--- src/hdl/boot_host_params.svh ---
`ifndef BOOT_HOST_PARAMS_SVH
`define BOOT_HOST_PARAMS_SVH

// reference clock
`define CLK_MHZ 200

// supply sequencing, in microseconds as the supply behaves
`define DC_RELEASE_US 5000
`define AC_RELEASE_US 5000
// processor power-down routine length after ac low is seen
`define PWR_DOWN_US 1000
// external boot press held clean for this long
`define BOOT_PRESS_US 10000

// bus read timing, in nanoseconds
`define ADDR_SETUP_NS 150
`define SSYN_TIMEOUT_NS 10000

// derived cycle counts (least times rounded up)
`define DC_RELEASE_CYC (`DC_RELEASE_US * `CLK_MHZ)
`define AC_RELEASE_CYC (`AC_RELEASE_US * `CLK_MHZ)
`define PWR_DOWN_CYC (`PWR_DOWN_US * `CLK_MHZ)
`define BOOT_PRESS_CYC (`BOOT_PRESS_US * `CLK_MHZ)
`define ADDR_SETUP_CYC ((`ADDR_SETUP_NS * `CLK_MHZ + 999) / 1000)
`define SSYN_TIMEOUT_CYC ((`SSYN_TIMEOUT_NS * `CLK_MHZ) / 1000)

// low trap vector words read on every power-up
`define PC_VEC_ADDR 18'h00014
`define PSW_VEC_ADDR 18'h00016

`endif

--- src/hdl/boot_host_pkg.sv ---
package boot_host_pkg;

	typedef enum logic [2:0] {
		ST_DC_WAIT,
		ST_AC_WAIT,
		ST_RD_SETUP,
		ST_RD_WAIT,
		ST_RD_END,
		ST_RUN,
		ST_PWR_DOWN,
		ST_AC_HOLD
	} host_state_e;

endpackage

--- src/hdl/boot_host_ctrl.sv ---
// How it works
// RULE_01: device serves the program counter fetch from its boot ROM vector word.
// RULE_02: device combines ROM word with its offset switches to form new PC.
// RULE_03: device serves the status word from the next ROM location.
// RULE_04: forced vector points into the boot ROM window.
// RULE_05: device sets power-up flag when supply rises, both lows asserted, enabled.
// RULE_06: DC low releases before AC low; this clears flag and fires forcing.
// RULE_07: forcing timer asserts address bits 9, 10, 12-17 for a fixed interval.
// RULE_08: forced bits are ORed onto the processor's address.
// RULE_09: master sync removal after status read ends the forcing.
// RULE_10: device counts first two reads after power-up, then clears forcing.
// RULE_11: with reboot enable open the power-up flag stays cleared.
// RULE_12: when remote enable is used, the on-card switch stays off.
// RULE_13: remote reboot enable input is held stable through a power-up.
// RULE_14: external boot low sets a latch that asserts AC low.
// RULE_15: on AC low the processor powers down, then fetches the low vectors.
// RULE_16: releasing external boot starts the release delay.
// RULE_17: delay end clears the latch, releases AC low, fires forcing.
// RULE_18: external boot drive has no bounce beyond the allowed maximum.
// RULE_19: device holds power-on clear asserted after supply returns.
// RULE_20: each interval is a counter of the reference clock.
`timescale 1ns/10ps
`default_nettype none
`include "boot_host_params.svh"

module boot_host_ctrl #(
	parameter int unsigned DC_RELEASE_CYC = `DC_RELEASE_CYC,
	parameter int unsigned AC_RELEASE_CYC = `AC_RELEASE_CYC,
	parameter int unsigned PWR_DOWN_CYC = `PWR_DOWN_CYC,
	parameter int unsigned BOOT_PRESS_CYC = `BOOT_PRESS_CYC,
	parameter int unsigned SSYN_TIMEOUT_CYC = `SSYN_TIMEOUT_CYC
) (
	input wire logic clock_i,
	input wire logic rst_n_i,
	input wire logic power_cycle_i,
	input wire logic boot_press_i,
	input wire logic remote_mode_i,
	input wire logic reboot_enable_i,
	output logic dc_low_n_o,
	input wire logic ac_low_n_i,
	output logic ac_low_n_out_o,
	output logic ac_low_oe_o,
	output logic [17:0] addr_o,
	output logic msyn_o,
	input wire logic ssyn_i,
	input wire logic [15:0] data_i,
	output logic remote_boot_enable_o,
	output logic power_up_boot_switch_o,
	output logic external_boot_n_o,
	output logic [15:0] pc_o,
	output logic [15:0] psw_o,
	output logic fetch_done_o,
	output logic running_o,
	output logic bus_error_o
);
	import boot_host_pkg::*;

	if (DC_RELEASE_CYC < 1 || AC_RELEASE_CYC < 1 || PWR_DOWN_CYC < 1 ||
		BOOT_PRESS_CYC < 8 || SSYN_TIMEOUT_CYC < 1) begin : g_bad_param
		$error("boot_host_ctrl: interval parameter too small");
	end

	localparam logic [31:0] SETUP_CYC = 32'(`ADDR_SETUP_CYC);

	////////////////////////////////////////////////////////////////////////////
	// pins from the device side
	logic [1:0] sync_lvl;
	logic ssyn_s;
	logic ac_seen;

	pin_sync3 #(.W(2)) u_sync (
		.clock_i(clock_i),
		.rst_n_i(rst_n_i),
		.pin_i({ssyn_i, ac_low_n_i}),
		.reset_val_i(2'h1),
		.level_o(sync_lvl)
	);

	assign ssyn_s = sync_lvl[1];
	assign ac_seen = !sync_lvl[0];

	////////////////////////////////////////////////////////////////////////////
	// sequencer
	host_state_e state_q;
	host_state_e state_d;
	logic [31:0] cnt_q;
	logic idx_q;
	logic armed_q;
	logic load_en;

	assign load_en = power_cycle_i || !armed_q;

	always_comb begin
		state_d = state_q;
		case (state_q)
			ST_DC_WAIT: begin
				if (cnt_q >= DC_RELEASE_CYC - 1) begin
					state_d = ST_AC_WAIT;
				end
			end
			ST_AC_WAIT: begin
				if (cnt_q >= AC_RELEASE_CYC - 1) begin
					state_d = ST_RD_SETUP;
				end
			end
			ST_RD_SETUP: begin
				if (cnt_q >= SETUP_CYC - 1) begin
					state_d = ST_RD_WAIT;
				end
			end
			ST_RD_WAIT: begin
				if (ssyn_s) begin
					state_d = ST_RD_END;
				end else if (cnt_q >= SSYN_TIMEOUT_CYC - 1) begin
					state_d = ST_RUN;
				end
			end
			ST_RD_END: begin
				if (!ssyn_s) begin
					state_d = idx_q ? ST_RUN : ST_RD_SETUP;
				end
			end
			ST_RUN: begin
				if (ac_seen) begin
					state_d = ST_PWR_DOWN; // RULE_15
				end
			end
			ST_PWR_DOWN: begin
				if (cnt_q >= PWR_DOWN_CYC - 1) begin
					state_d = ST_AC_HOLD;
				end
			end
			ST_AC_HOLD: begin
				if (!ac_seen) begin
					state_d = ST_RD_SETUP; // RULE_15
				end
			end
			default: state_d = ST_DC_WAIT;
		endcase
		if (power_cycle_i) begin
			state_d = ST_DC_WAIT;
		end
	end

	always_ff @(posedge clock_i or negedge rst_n_i) begin
		if (!rst_n_i) begin
			state_q <= ST_DC_WAIT;
		end else begin
			state_q <= state_d;
		end
	end

	// one counter serves every sequencer interval (the boot press has its own); it restarts on each state change
	always_ff @(posedge clock_i or negedge rst_n_i) begin
		if (!rst_n_i) begin
			cnt_q <= '0;
		end else if (state_d != state_q || power_cycle_i) begin
			cnt_q <= '0;
		end else begin
			cnt_q <= cnt_q + 32'h1; // RULE_20
		end
	end

	// first read is the program counter, the second the status word
	always_ff @(posedge clock_i or negedge rst_n_i) begin
		if (!rst_n_i) begin
			idx_q <= 1'b0;
		end else if (state_d == ST_RD_SETUP && state_q != ST_RD_SETUP) begin
			idx_q <= (state_q == ST_RD_END); // RULE_10
		end
	end

	////////////////////////////////////////////////////////////////////////////
	// supply lines: dc releases before ac
	always_ff @(posedge clock_i or negedge rst_n_i) begin
		if (!rst_n_i) begin
			dc_low_n_o <= 1'b0;
			ac_low_oe_o <= 1'b1;
		end else begin
			dc_low_n_o <= (state_d != ST_DC_WAIT); // RULE_06
			ac_low_oe_o <= (state_d == ST_DC_WAIT) || (state_d == ST_AC_WAIT); // RULE_06
		end
	end

	assign ac_low_n_out_o = 1'b0;

	////////////////////////////////////////////////////////////////////////////
	// bus read of the low vectors
	always_ff @(posedge clock_i or negedge rst_n_i) begin
		if (!rst_n_i) begin
			addr_o <= '0;
		end else if (state_d == ST_RD_SETUP && state_q != ST_RD_SETUP) begin
			addr_o <= (state_q == ST_RD_END) ? `PSW_VEC_ADDR : `PC_VEC_ADDR; // RULE_15
		end
	end

	// msyn drops as soon as ssyn is seen; after the status read this ends the forcing
	assign msyn_o = (state_q == ST_RD_WAIT); // RULE_09

	always_ff @(posedge clock_i or negedge rst_n_i) begin
		if (!rst_n_i) begin
			pc_o <= '0;
			psw_o <= '0;
			fetch_done_o <= 1'b0;
			bus_error_o <= 1'b0;
			running_o <= 1'b0;
		end else begin
			fetch_done_o <= 1'b0;
			if (state_q == ST_RD_WAIT && ssyn_s) begin
				if (idx_q) begin
					psw_o <= data_i; // RULE_03
				end else begin
					pc_o <= data_i; // RULE_01
				end
			end
			if (state_q == ST_RD_END && state_d == ST_RUN) begin
				fetch_done_o <= 1'b1;
			end
			if (state_q == ST_RD_WAIT && state_d == ST_RUN) begin
				bus_error_o <= 1'b1;
			end else if (power_cycle_i) begin
				bus_error_o <= 1'b0;
			end
			running_o <= (state_d == ST_RUN);
		end
	end

	////////////////////////////////////////////////////////////////////////////
	// reboot enable: taken once per power-up and then held
	logic remote_mode_q;

	always_ff @(posedge clock_i or negedge rst_n_i) begin
		if (!rst_n_i) begin
			armed_q <= 1'b0;
			remote_mode_q <= 1'b0;
			remote_boot_enable_o <= 1'b0;
			power_up_boot_switch_o <= 1'b0;
		end else begin
			armed_q <= 1'b1;
			if (load_en) begin
				remote_mode_q <= remote_mode_i;
				remote_boot_enable_o <= remote_mode_i && reboot_enable_i; // RULE_13
				power_up_boot_switch_o <= !remote_mode_i && reboot_enable_i; // RULE_12
			end
		end
	end

	////////////////////////////////////////////////////////////////////////////
	// external boot press: one clean low pulse, no bounce
	logic [31:0] press_cnt_q;

	always_ff @(posedge clock_i or negedge rst_n_i) begin
		if (!rst_n_i) begin
			press_cnt_q <= '0;
			external_boot_n_o <= 1'b1;
		end else if (press_cnt_q != 32'h0) begin
			press_cnt_q <= press_cnt_q - 32'h1;
			external_boot_n_o <= (press_cnt_q == 32'h1); // RULE_18
		end else if (boot_press_i && state_q == ST_RUN) begin
			press_cnt_q <= BOOT_PRESS_CYC;
			external_boot_n_o <= 1'b0; // RULE_18
		end
	end
endmodule
`default_nettype wire

--- src/hdl/pin_sync3.sv ---
`timescale 1ns/10ps
`default_nettype none

// three-stage synchroniser; output follows once stages two and three agree
module pin_sync3 #(
	parameter int W = 1
) (
	input wire logic clock_i,
	input wire logic rst_n_i,
	input wire logic [W-1:0] pin_i,
	input wire logic [W-1:0] reset_val_i,
	output logic [W-1:0] level_o
);

	logic [W-1:0] s1_q;
	logic [W-1:0] s2_q;
	logic [W-1:0] s3_q;
	logic [W-1:0] out_q;
	logic seeded_q;

	always_ff @(posedge clock_i or negedge rst_n_i) begin
		if (!rst_n_i) begin
			s1_q <= '0;
			s2_q <= '0;
			s3_q <= '0;
		end else begin
			s1_q <= pin_i;
			s2_q <= s1_q;
			s3_q <= s2_q;
		end
	end

	// idle value taken after release, not under the asynchronous reset
	always_ff @(posedge clock_i or negedge rst_n_i) begin
		if (!rst_n_i) begin
			out_q <= '0;
			seeded_q <= 1'b0;
		end else if (!seeded_q) begin
			out_q <= reset_val_i;
			seeded_q <= 1'b1;
		end else begin
			for (int i = 0; i < W; i++) begin
				if (s2_q[i] == s3_q[i]) begin
					out_q[i] <= s3_q[i];
				end
			end
		end
	end

	assign level_o = out_q;

endmodule
`default_nettype wire

--- config.mk ---
export PLATFORM = sky130hd
export DESIGN_NAME = boot_host_ctrl
export DESIGN_NICKNAME = d
export VERILOG_FILES = /design/src/hdl/boot_host_pkg.sv /design/src/hdl/boot_host_ctrl.sv /design/src/hdl/pin_sync3.sv
export VERILOG_INCLUDE_DIRS = /design/src /design/src/hdl
export SDC_FILE = /design/constraint.sdc
export NUM_CORES = 1
export LEC_CHECK = 0
export ABC_AREA = 0
export ABC_CLOCK_PERIOD_IN_PS = 2800
export BUFFER_PORTS_ARGS = -buffer_cell sky130_fd_sc_hd__buf_2
export CAP_MARGIN = 20
export CORE_MARGIN = 4
export CORE_UTILIZATION = 57
export CTS_CLUSTER_SIZE = 14
export DETAILED_ROUTE_END_ITERATION = 8
export PLACE_DENSITY = 0.86
export SYNTH_ARGS = -nofsm -noshare
export SYNTH_HDL_FRONTEND = slang
export SYNTH_SLANG_ARGS = --single-unit
--- constraint.sdc ---
create_clock -name clock_i -period 2.8 [get_ports clock_i]
set_input_delay 0.56 -clock clock_i [delete_from_list [all_inputs] [get_ports clock_i]]
set_output_delay 0.56 -clock clock_i [all_outputs]
set_load 0.02 [all_outputs]
==> Word-level counts from Yosys, hierarchy flattened <==
Index checks and enable logic that the tools add are counted.
{ "word_totals": {"output_inout_bits": 60, "reg_bits": 135} }
{ "classes": {"n_lt_le_gt_ge": 4, "n_reduce_logical": 20, "n_addsub": 2, "mux": 24, "n_eq_ne": 17, "bitwise_logic": 1} }
{ "op_table": {"columns": ["operator", "count"], "rows": [
  ["$mux W32", 3],
  ["$mux W3", 11],
  ["$add A32 B1 Y32 const B", 1],
  ["$eq A32 B1 Y1 const B", 1],
  ["$ge A32 B11 Y1 const B", 1],
  ["$ge A32 B18 Y1 const B", 1],
  ["$ge A32 B20 Y1 const B", 1],
  ["$ge A32 B5 Y1 const B", 1],
  ["$reduce_bool A32 Y1", 1],
  ["$sub A32 B1 Y32 const B", 1],
  ["$pmux W3 S8", 1],
  ["$eq A3 B3 Y1 const B", 5],
  ["$eq A3 B2 Y1 const B", 3],
  ["$logic_and A1 B1 Y1", 7],
  ["$mux W1", 7],
  ["$eq A3 B1 Y1 const B", 2],
  ["$logic_not A3 Y1", 2],
  ["$mux W2", 2],
  ["$ne A2 B1 Y1 const B", 2],
  ["$reduce_and A2 Y1", 2],
  ["$reduce_bool A2 Y1", 2],
  ["$logic_or A1 B1 Y1", 3],
  ["$ne A3 B2 Y1 const B", 1],
  ["$ne A3 B3 Y1", 1],
  ["4 further kinds", 6]
]} }

==> Logic depth before layout (Yosys ltp) <==
{ "depth": {"ltp_word": 8, "ltp_mapped": 10} }

==> Modules after synthesis <==
Synthesis repeated with hierarchy kept, for this count alone.
{ "unflattened": {"cells_unflattened": 532, "area_unflattened_um2": 5676.7} }
{ "by_module_without_submodules": {"columns": ["module", "area_each_um2", "n_inst", "cells_each"], "rows": [
  ["boot_host_ctrl", 5407.7, 1, 514],
  ["pin_sync3", 269.0, 1, 18]
]} }

==> Worst setup path before layout <==
No wires, ideal clock.
{ "synth_path": {"kind": "register -> register", "from": "register cnt_q[9]", "to": "register cnt_q[25]", "path_buffers": 2, "setup_slack_ns": 0.344, "synth_period_minus_slack_ns": 2.456, "setup_time_ns": 0.070, "path_stages_with_launch": 10, "t_arrival_ns": 2.386, "required_ns": 2.730, "path_cell_list": "dfrtp_1 -> buf_6 -> or4_1 -> a211o_1 -> nand3_1 -> o2111ai_2 -> a21o_1 -> a2111o_1 -> buf_6 -> nor2_2"} }
{ "synth_via": {"elab_chain_len": 8} }
{ "synth_rtl": {"columns": ["item", "line_no", "source"], "rows": [
  ["from (decl)", "boot_host_ctrl.sv:86", "logic [31:0] cnt_q;"],
  ["from (signal assigned)", "boot_host_ctrl.sv:160", "cnt_q <= cnt_q + 32'h1;"],
  ["$ge A32 B11 Y1", "boot_host_ctrl.sv:114", "end else if (cnt_q >= SSYN_TIMEOUT_CYC - 1) begin"],
  ["$mux W3", "boot_host_ctrl.sv:114", null],
  ["$mux W3", "boot_host_ctrl.sv:112", "if (ssyn_s) begin"],
  ["$pmux W3 S8", "boot_host_ctrl.sv:95", "case (state_q)"],
  ["$mux W3", "boot_host_ctrl.sv:140", "if (power_cycle_i) begin"],
  ["$ne A3 B3 Y1", "boot_host_ctrl.sv:157", "end else if (state_d != state_q || power_cycle_i) begin"],
  ["$logic_or A1 B1 Y1", "boot_host_ctrl.sv:157", null],
  ["$mux W32 (*)", "boot_host_ctrl.sv:157", null]
]} }
Mark *: on every way between the ends. The rest lies on a longest branch, timed or not.
A chain may end at the register's enable or synchronous reset.

==> Final worst setup path <==
{ "layout_path": {"from": "register cnt_q[26]", "to": "register cnt_q[20]"} }
{ "layout_via": {"elab_chain_len": 8} }
{ "layout_rtl": {"columns": ["item", "line_no"], "rows": [
  ["$ge A32 B11 Y1", "boot_host_ctrl.sv:114"],
  ["$mux W3", "boot_host_ctrl.sv:114"],
  ["$mux W3", "boot_host_ctrl.sv:112"],
  ["$pmux W3 S8 (*)", "boot_host_ctrl.sv:95"],
  ["$mux W3 (*)", "boot_host_ctrl.sv:140"],
  ["$ne A3 B3 Y1 (*)", "boot_host_ctrl.sv:157"],
  ["$logic_or A1 B1 Y1 (*)", "boot_host_ctrl.sv:157"],
  ["$mux W32 (*)", "boot_host_ctrl.sv:157"]
]} }
Marks and branches as above.

==> flow_summary.json <==
{
  "outcome": "complete, no violations",
  "yosysTopAreaCellShare": 0.522,
  "maxSlewHeadroom": 0.565,
  "insertion_delay_ns": 0.53,
  "die_h_um": 107,
  "cts_num_sinks": 118,
  "grt-ovfl-total": 0,
  "worstPathMaxFanout": 32,
  "diodes": 0,
  "power_density_mw_per_mm2": 709,
  "yosysTopAreaCell": "dfrtp_1",
  "worstMarginPinSlew_ns": 0.648,
  "fin_ws_ns": 0.0483,
  "async_reset_ff_frac": 1.00,
  "synth_common_cells": "dfrtp_1 (116), nor2_1 (58), xor2_1 (37)",
  "syn_avg_cell_area_sq_um": 10.9,
  "setup.worst_path.end_class": "flip-flop",
  "peakVddDrop_v": 0.000427,
  "p_leak_uw": 0.00314,
  "ys_seq_area_frac": 0.531,
  "period_share": 0.983,
  "port-buffer-count": 67,
  "fp.coreArea_sq_mm": 0.00937,
  "maxCapViolCount": 0,
  "rows": 35,
  "synth_top_cells_by_area": "dfrtp_1 (52%), mux2_2 (6.7%), xor2_1 (5.8%), nor2_1 (3.9%), xnor2_1 (2.5%)",
  "arrival_ns": 3.20,
  "ios": 84,
  "synth_flop_cell": "dfrtp_1",
  "grt_usage": 0.238,
  "hold_path.class": "in2async",
  "ys_warn_count": 0,
  "setup_viol": 0,
  "path_buf_inv": 1,
  "ys_seq_elements": 118,
  "drc_errors": 0,
  "routed-via-count": 4197,
  "cp_top_family": "compound AO/OA/AOI/OAI gates",
  "yosysMostFrequentCell": "dfrtp_1",
  "synth_area_sq_mm": 0.00556,
  "fin_util": 0.701,
  "cts_buffers": 17,
  "preCtsSetupSlack_ns": 0.198,
  "first_pass_iters": 6,
  "grt_pass1_vias": 4340,
  "h-tree-depth": 4,
  "crit_chain": "nor4_1 -> nand3_2 -> o211ai_1 -> o2111ai_2 -> a21o_1 -> a2111o_1 -> buf_12 -> nor2_1",
  "skew_ns": 0.00788,
  "critPathKind": "reg2reg",
  "die-area_sq_mm": 0.0114,
  "nets": 621,
  "wl_per_cell_um": 17.4,
  "hold_buffers": 0,
  "clk_pin_slew_ns": 0.06,
  "cpMaxStageDelayCell": "dfrtp_1",
  "dpl.hpwl_um": 8200,
  "synth_edf_count": 0,
  "area_delta_synth_final_pct": 18.2,
  "grt_max_degree": 56,
  "drive_gt1_frac": 0.273,
  "antenna_found_initial": 0,
  "start_util": 0.593,
  "die_w_um": 107,
  "cts_tree": "built",
  "root_buffer": "clkbuf_8",
  "final_antenna_net_count": 0,
  "fin_crit_ns": 2.75,
  "yosysUniqueCellTypes": 53,
  "setup.worst_path.start_class": "flip-flop",
  "routabilityCongestion": 0.888,
  "drtIter0Drc": 369,
  "fin_total_pwr_uw": 4660,
  "hold_viol": 0,
  "netlist_instances": 510,
  "totalWireLength_um": 12700,
  "max_stage_delay_ns": 0.45,
  "clock_path_buffers": 2,
  "cp.required_ns": 3.25,
  "n_fill_cell": 649,
  "maxSlewViolCount": 0,
  "max_freq_mhz": 363,
  "rsz0062_at_grt": "yes",
  "grt_pass1_wl_um": 21300,
  "viasPerCell": 5.73
}
[routing by layer]
layer	share of wire	vias up	track usage	wire length, um
met5	0	-	0	0
li1	-	1895	-	-
met3	0.065	41	0.0572	827
met1	0.40	2079	0.289	5060
met2	0.51	182	0.398	6460
met4	0.031	0	0.119	392
[report_power, final]
part	switching (uW)	total [uW]	leakage, uW	internal [uW]
clock	871	1980	0.000252	1110
combinational	331	564	0.00135	233
sequential	210	2120	0.00153	1910
[registers in the layout, indices dropped and copies added (netlist names), 2 cells and up]
register	count
state_q	3
addr_o	2
u_sync.s2_q	2
u_sync.s3_q	2
u_sync.level_o	2
cnt_q	32
press_cnt_q	32
psw_o	16
u_sync.s1_q	2
pc_o	16
[worst reg2reg max path: stages (launching register included)]
cell	delay [ns]
dfrtp_1	0.45
nor4_1	0.37
nand3_2	0.28
o211ai_1	0.32
o2111ai_2	0.23
a21o_1	0.22
a2111o_1	0.45
buf_12	0.19
nor2_1	0.16
[metrics by stage]
step           hold slack (ns)  instances  area, sq um  TNS (ns)
5_1_grt                 0.0757        733         6570    -0.495
2_1_floorplan            0.264        525         5620         0
3_3_place_gp             0.336        701         6010         0
3_5_place_dp             0.336        701         6010         0
6_report                0.0318        733         6570         0
4_1_cts                 0.0466        733         6550         0
[layout by cell type, fill, tap and decap left out, types with 7 or more instances in the layout]
master | netlist | routed
o21ai_0 | 7 | 7
or4_1 | 8 | 8
nand3_1 | 24 | 23
buf_4 | 18 | 11
xor2_1 | 37 | 37
dfrtp_1 | 116 | 116
mux2i_1 | 7 | 7
nor2_1 | 58 | 58
nand4_1 | 8 | 8
nor3_1 | 22 | 21
nor2_2 | 10 | 10
xnor2_1 | 16 | 16
buf_2 | 1 | 66
conb_1 | 2 | 17
nor4_1 | 15 | 14
mux2_2 | 33 | 33
inv_1 | 10 | 10
clkbuf_16 | 0 | 16
nand2_1 | 34 | 34
[cell families after synthesis]
group                    synth area share
other                             0.00135
AO/OA/AOI/OAI                      0.0405
AND/OR/NAND/NOR                     0.204
buffers and inverters              0.0461
multiplexers                       0.0794
adder cells (fa/ha/maj)            0.0135
flip-flops                          0.531
XOR/XNOR                           0.0835
[repair_timing]
item                       CTS  global route
pin swaps                    1             0
gates resized for setup      1             4
setup endpoints to repair    1            35
setup buffers                0             0
[final cells by class]
cell class                 count  area (sq um)  share of cell area
tap                          129           161              0.0246
multi-input combinational    365          2430               0.370
timing repair buffer          79           453              0.0689
inverter                      10          37.5             0.00571
clock inverter                14           116              0.0177
sequential                   118          2960               0.450
clock buffer                  18           418              0.0636
[path summary, 6_finish.rpt]
kind / start / endpoint / slack, ns / cells after the start
worst min register to register: u_sync.s1_q[0] / u_sync.s2_q[0] / 0.35 / 0
worst max-delay path: cnt_q[26] / cnt_q[20] / 0.05 / 8
min in group clock_i: ac_low_n_i / u_sync.s1_q[0] / 0.14 / 1
worst max register to register: cnt_q[26] / cnt_q[20] / 0.05 / 8
worst min-delay path: rst_n_i / cnt_q[5] / 0.03 / 1
max in group asynchronous: rst_n_i / press_cnt_q[1] / 2.06 / 2
Power figures use the tool's default switching activity.
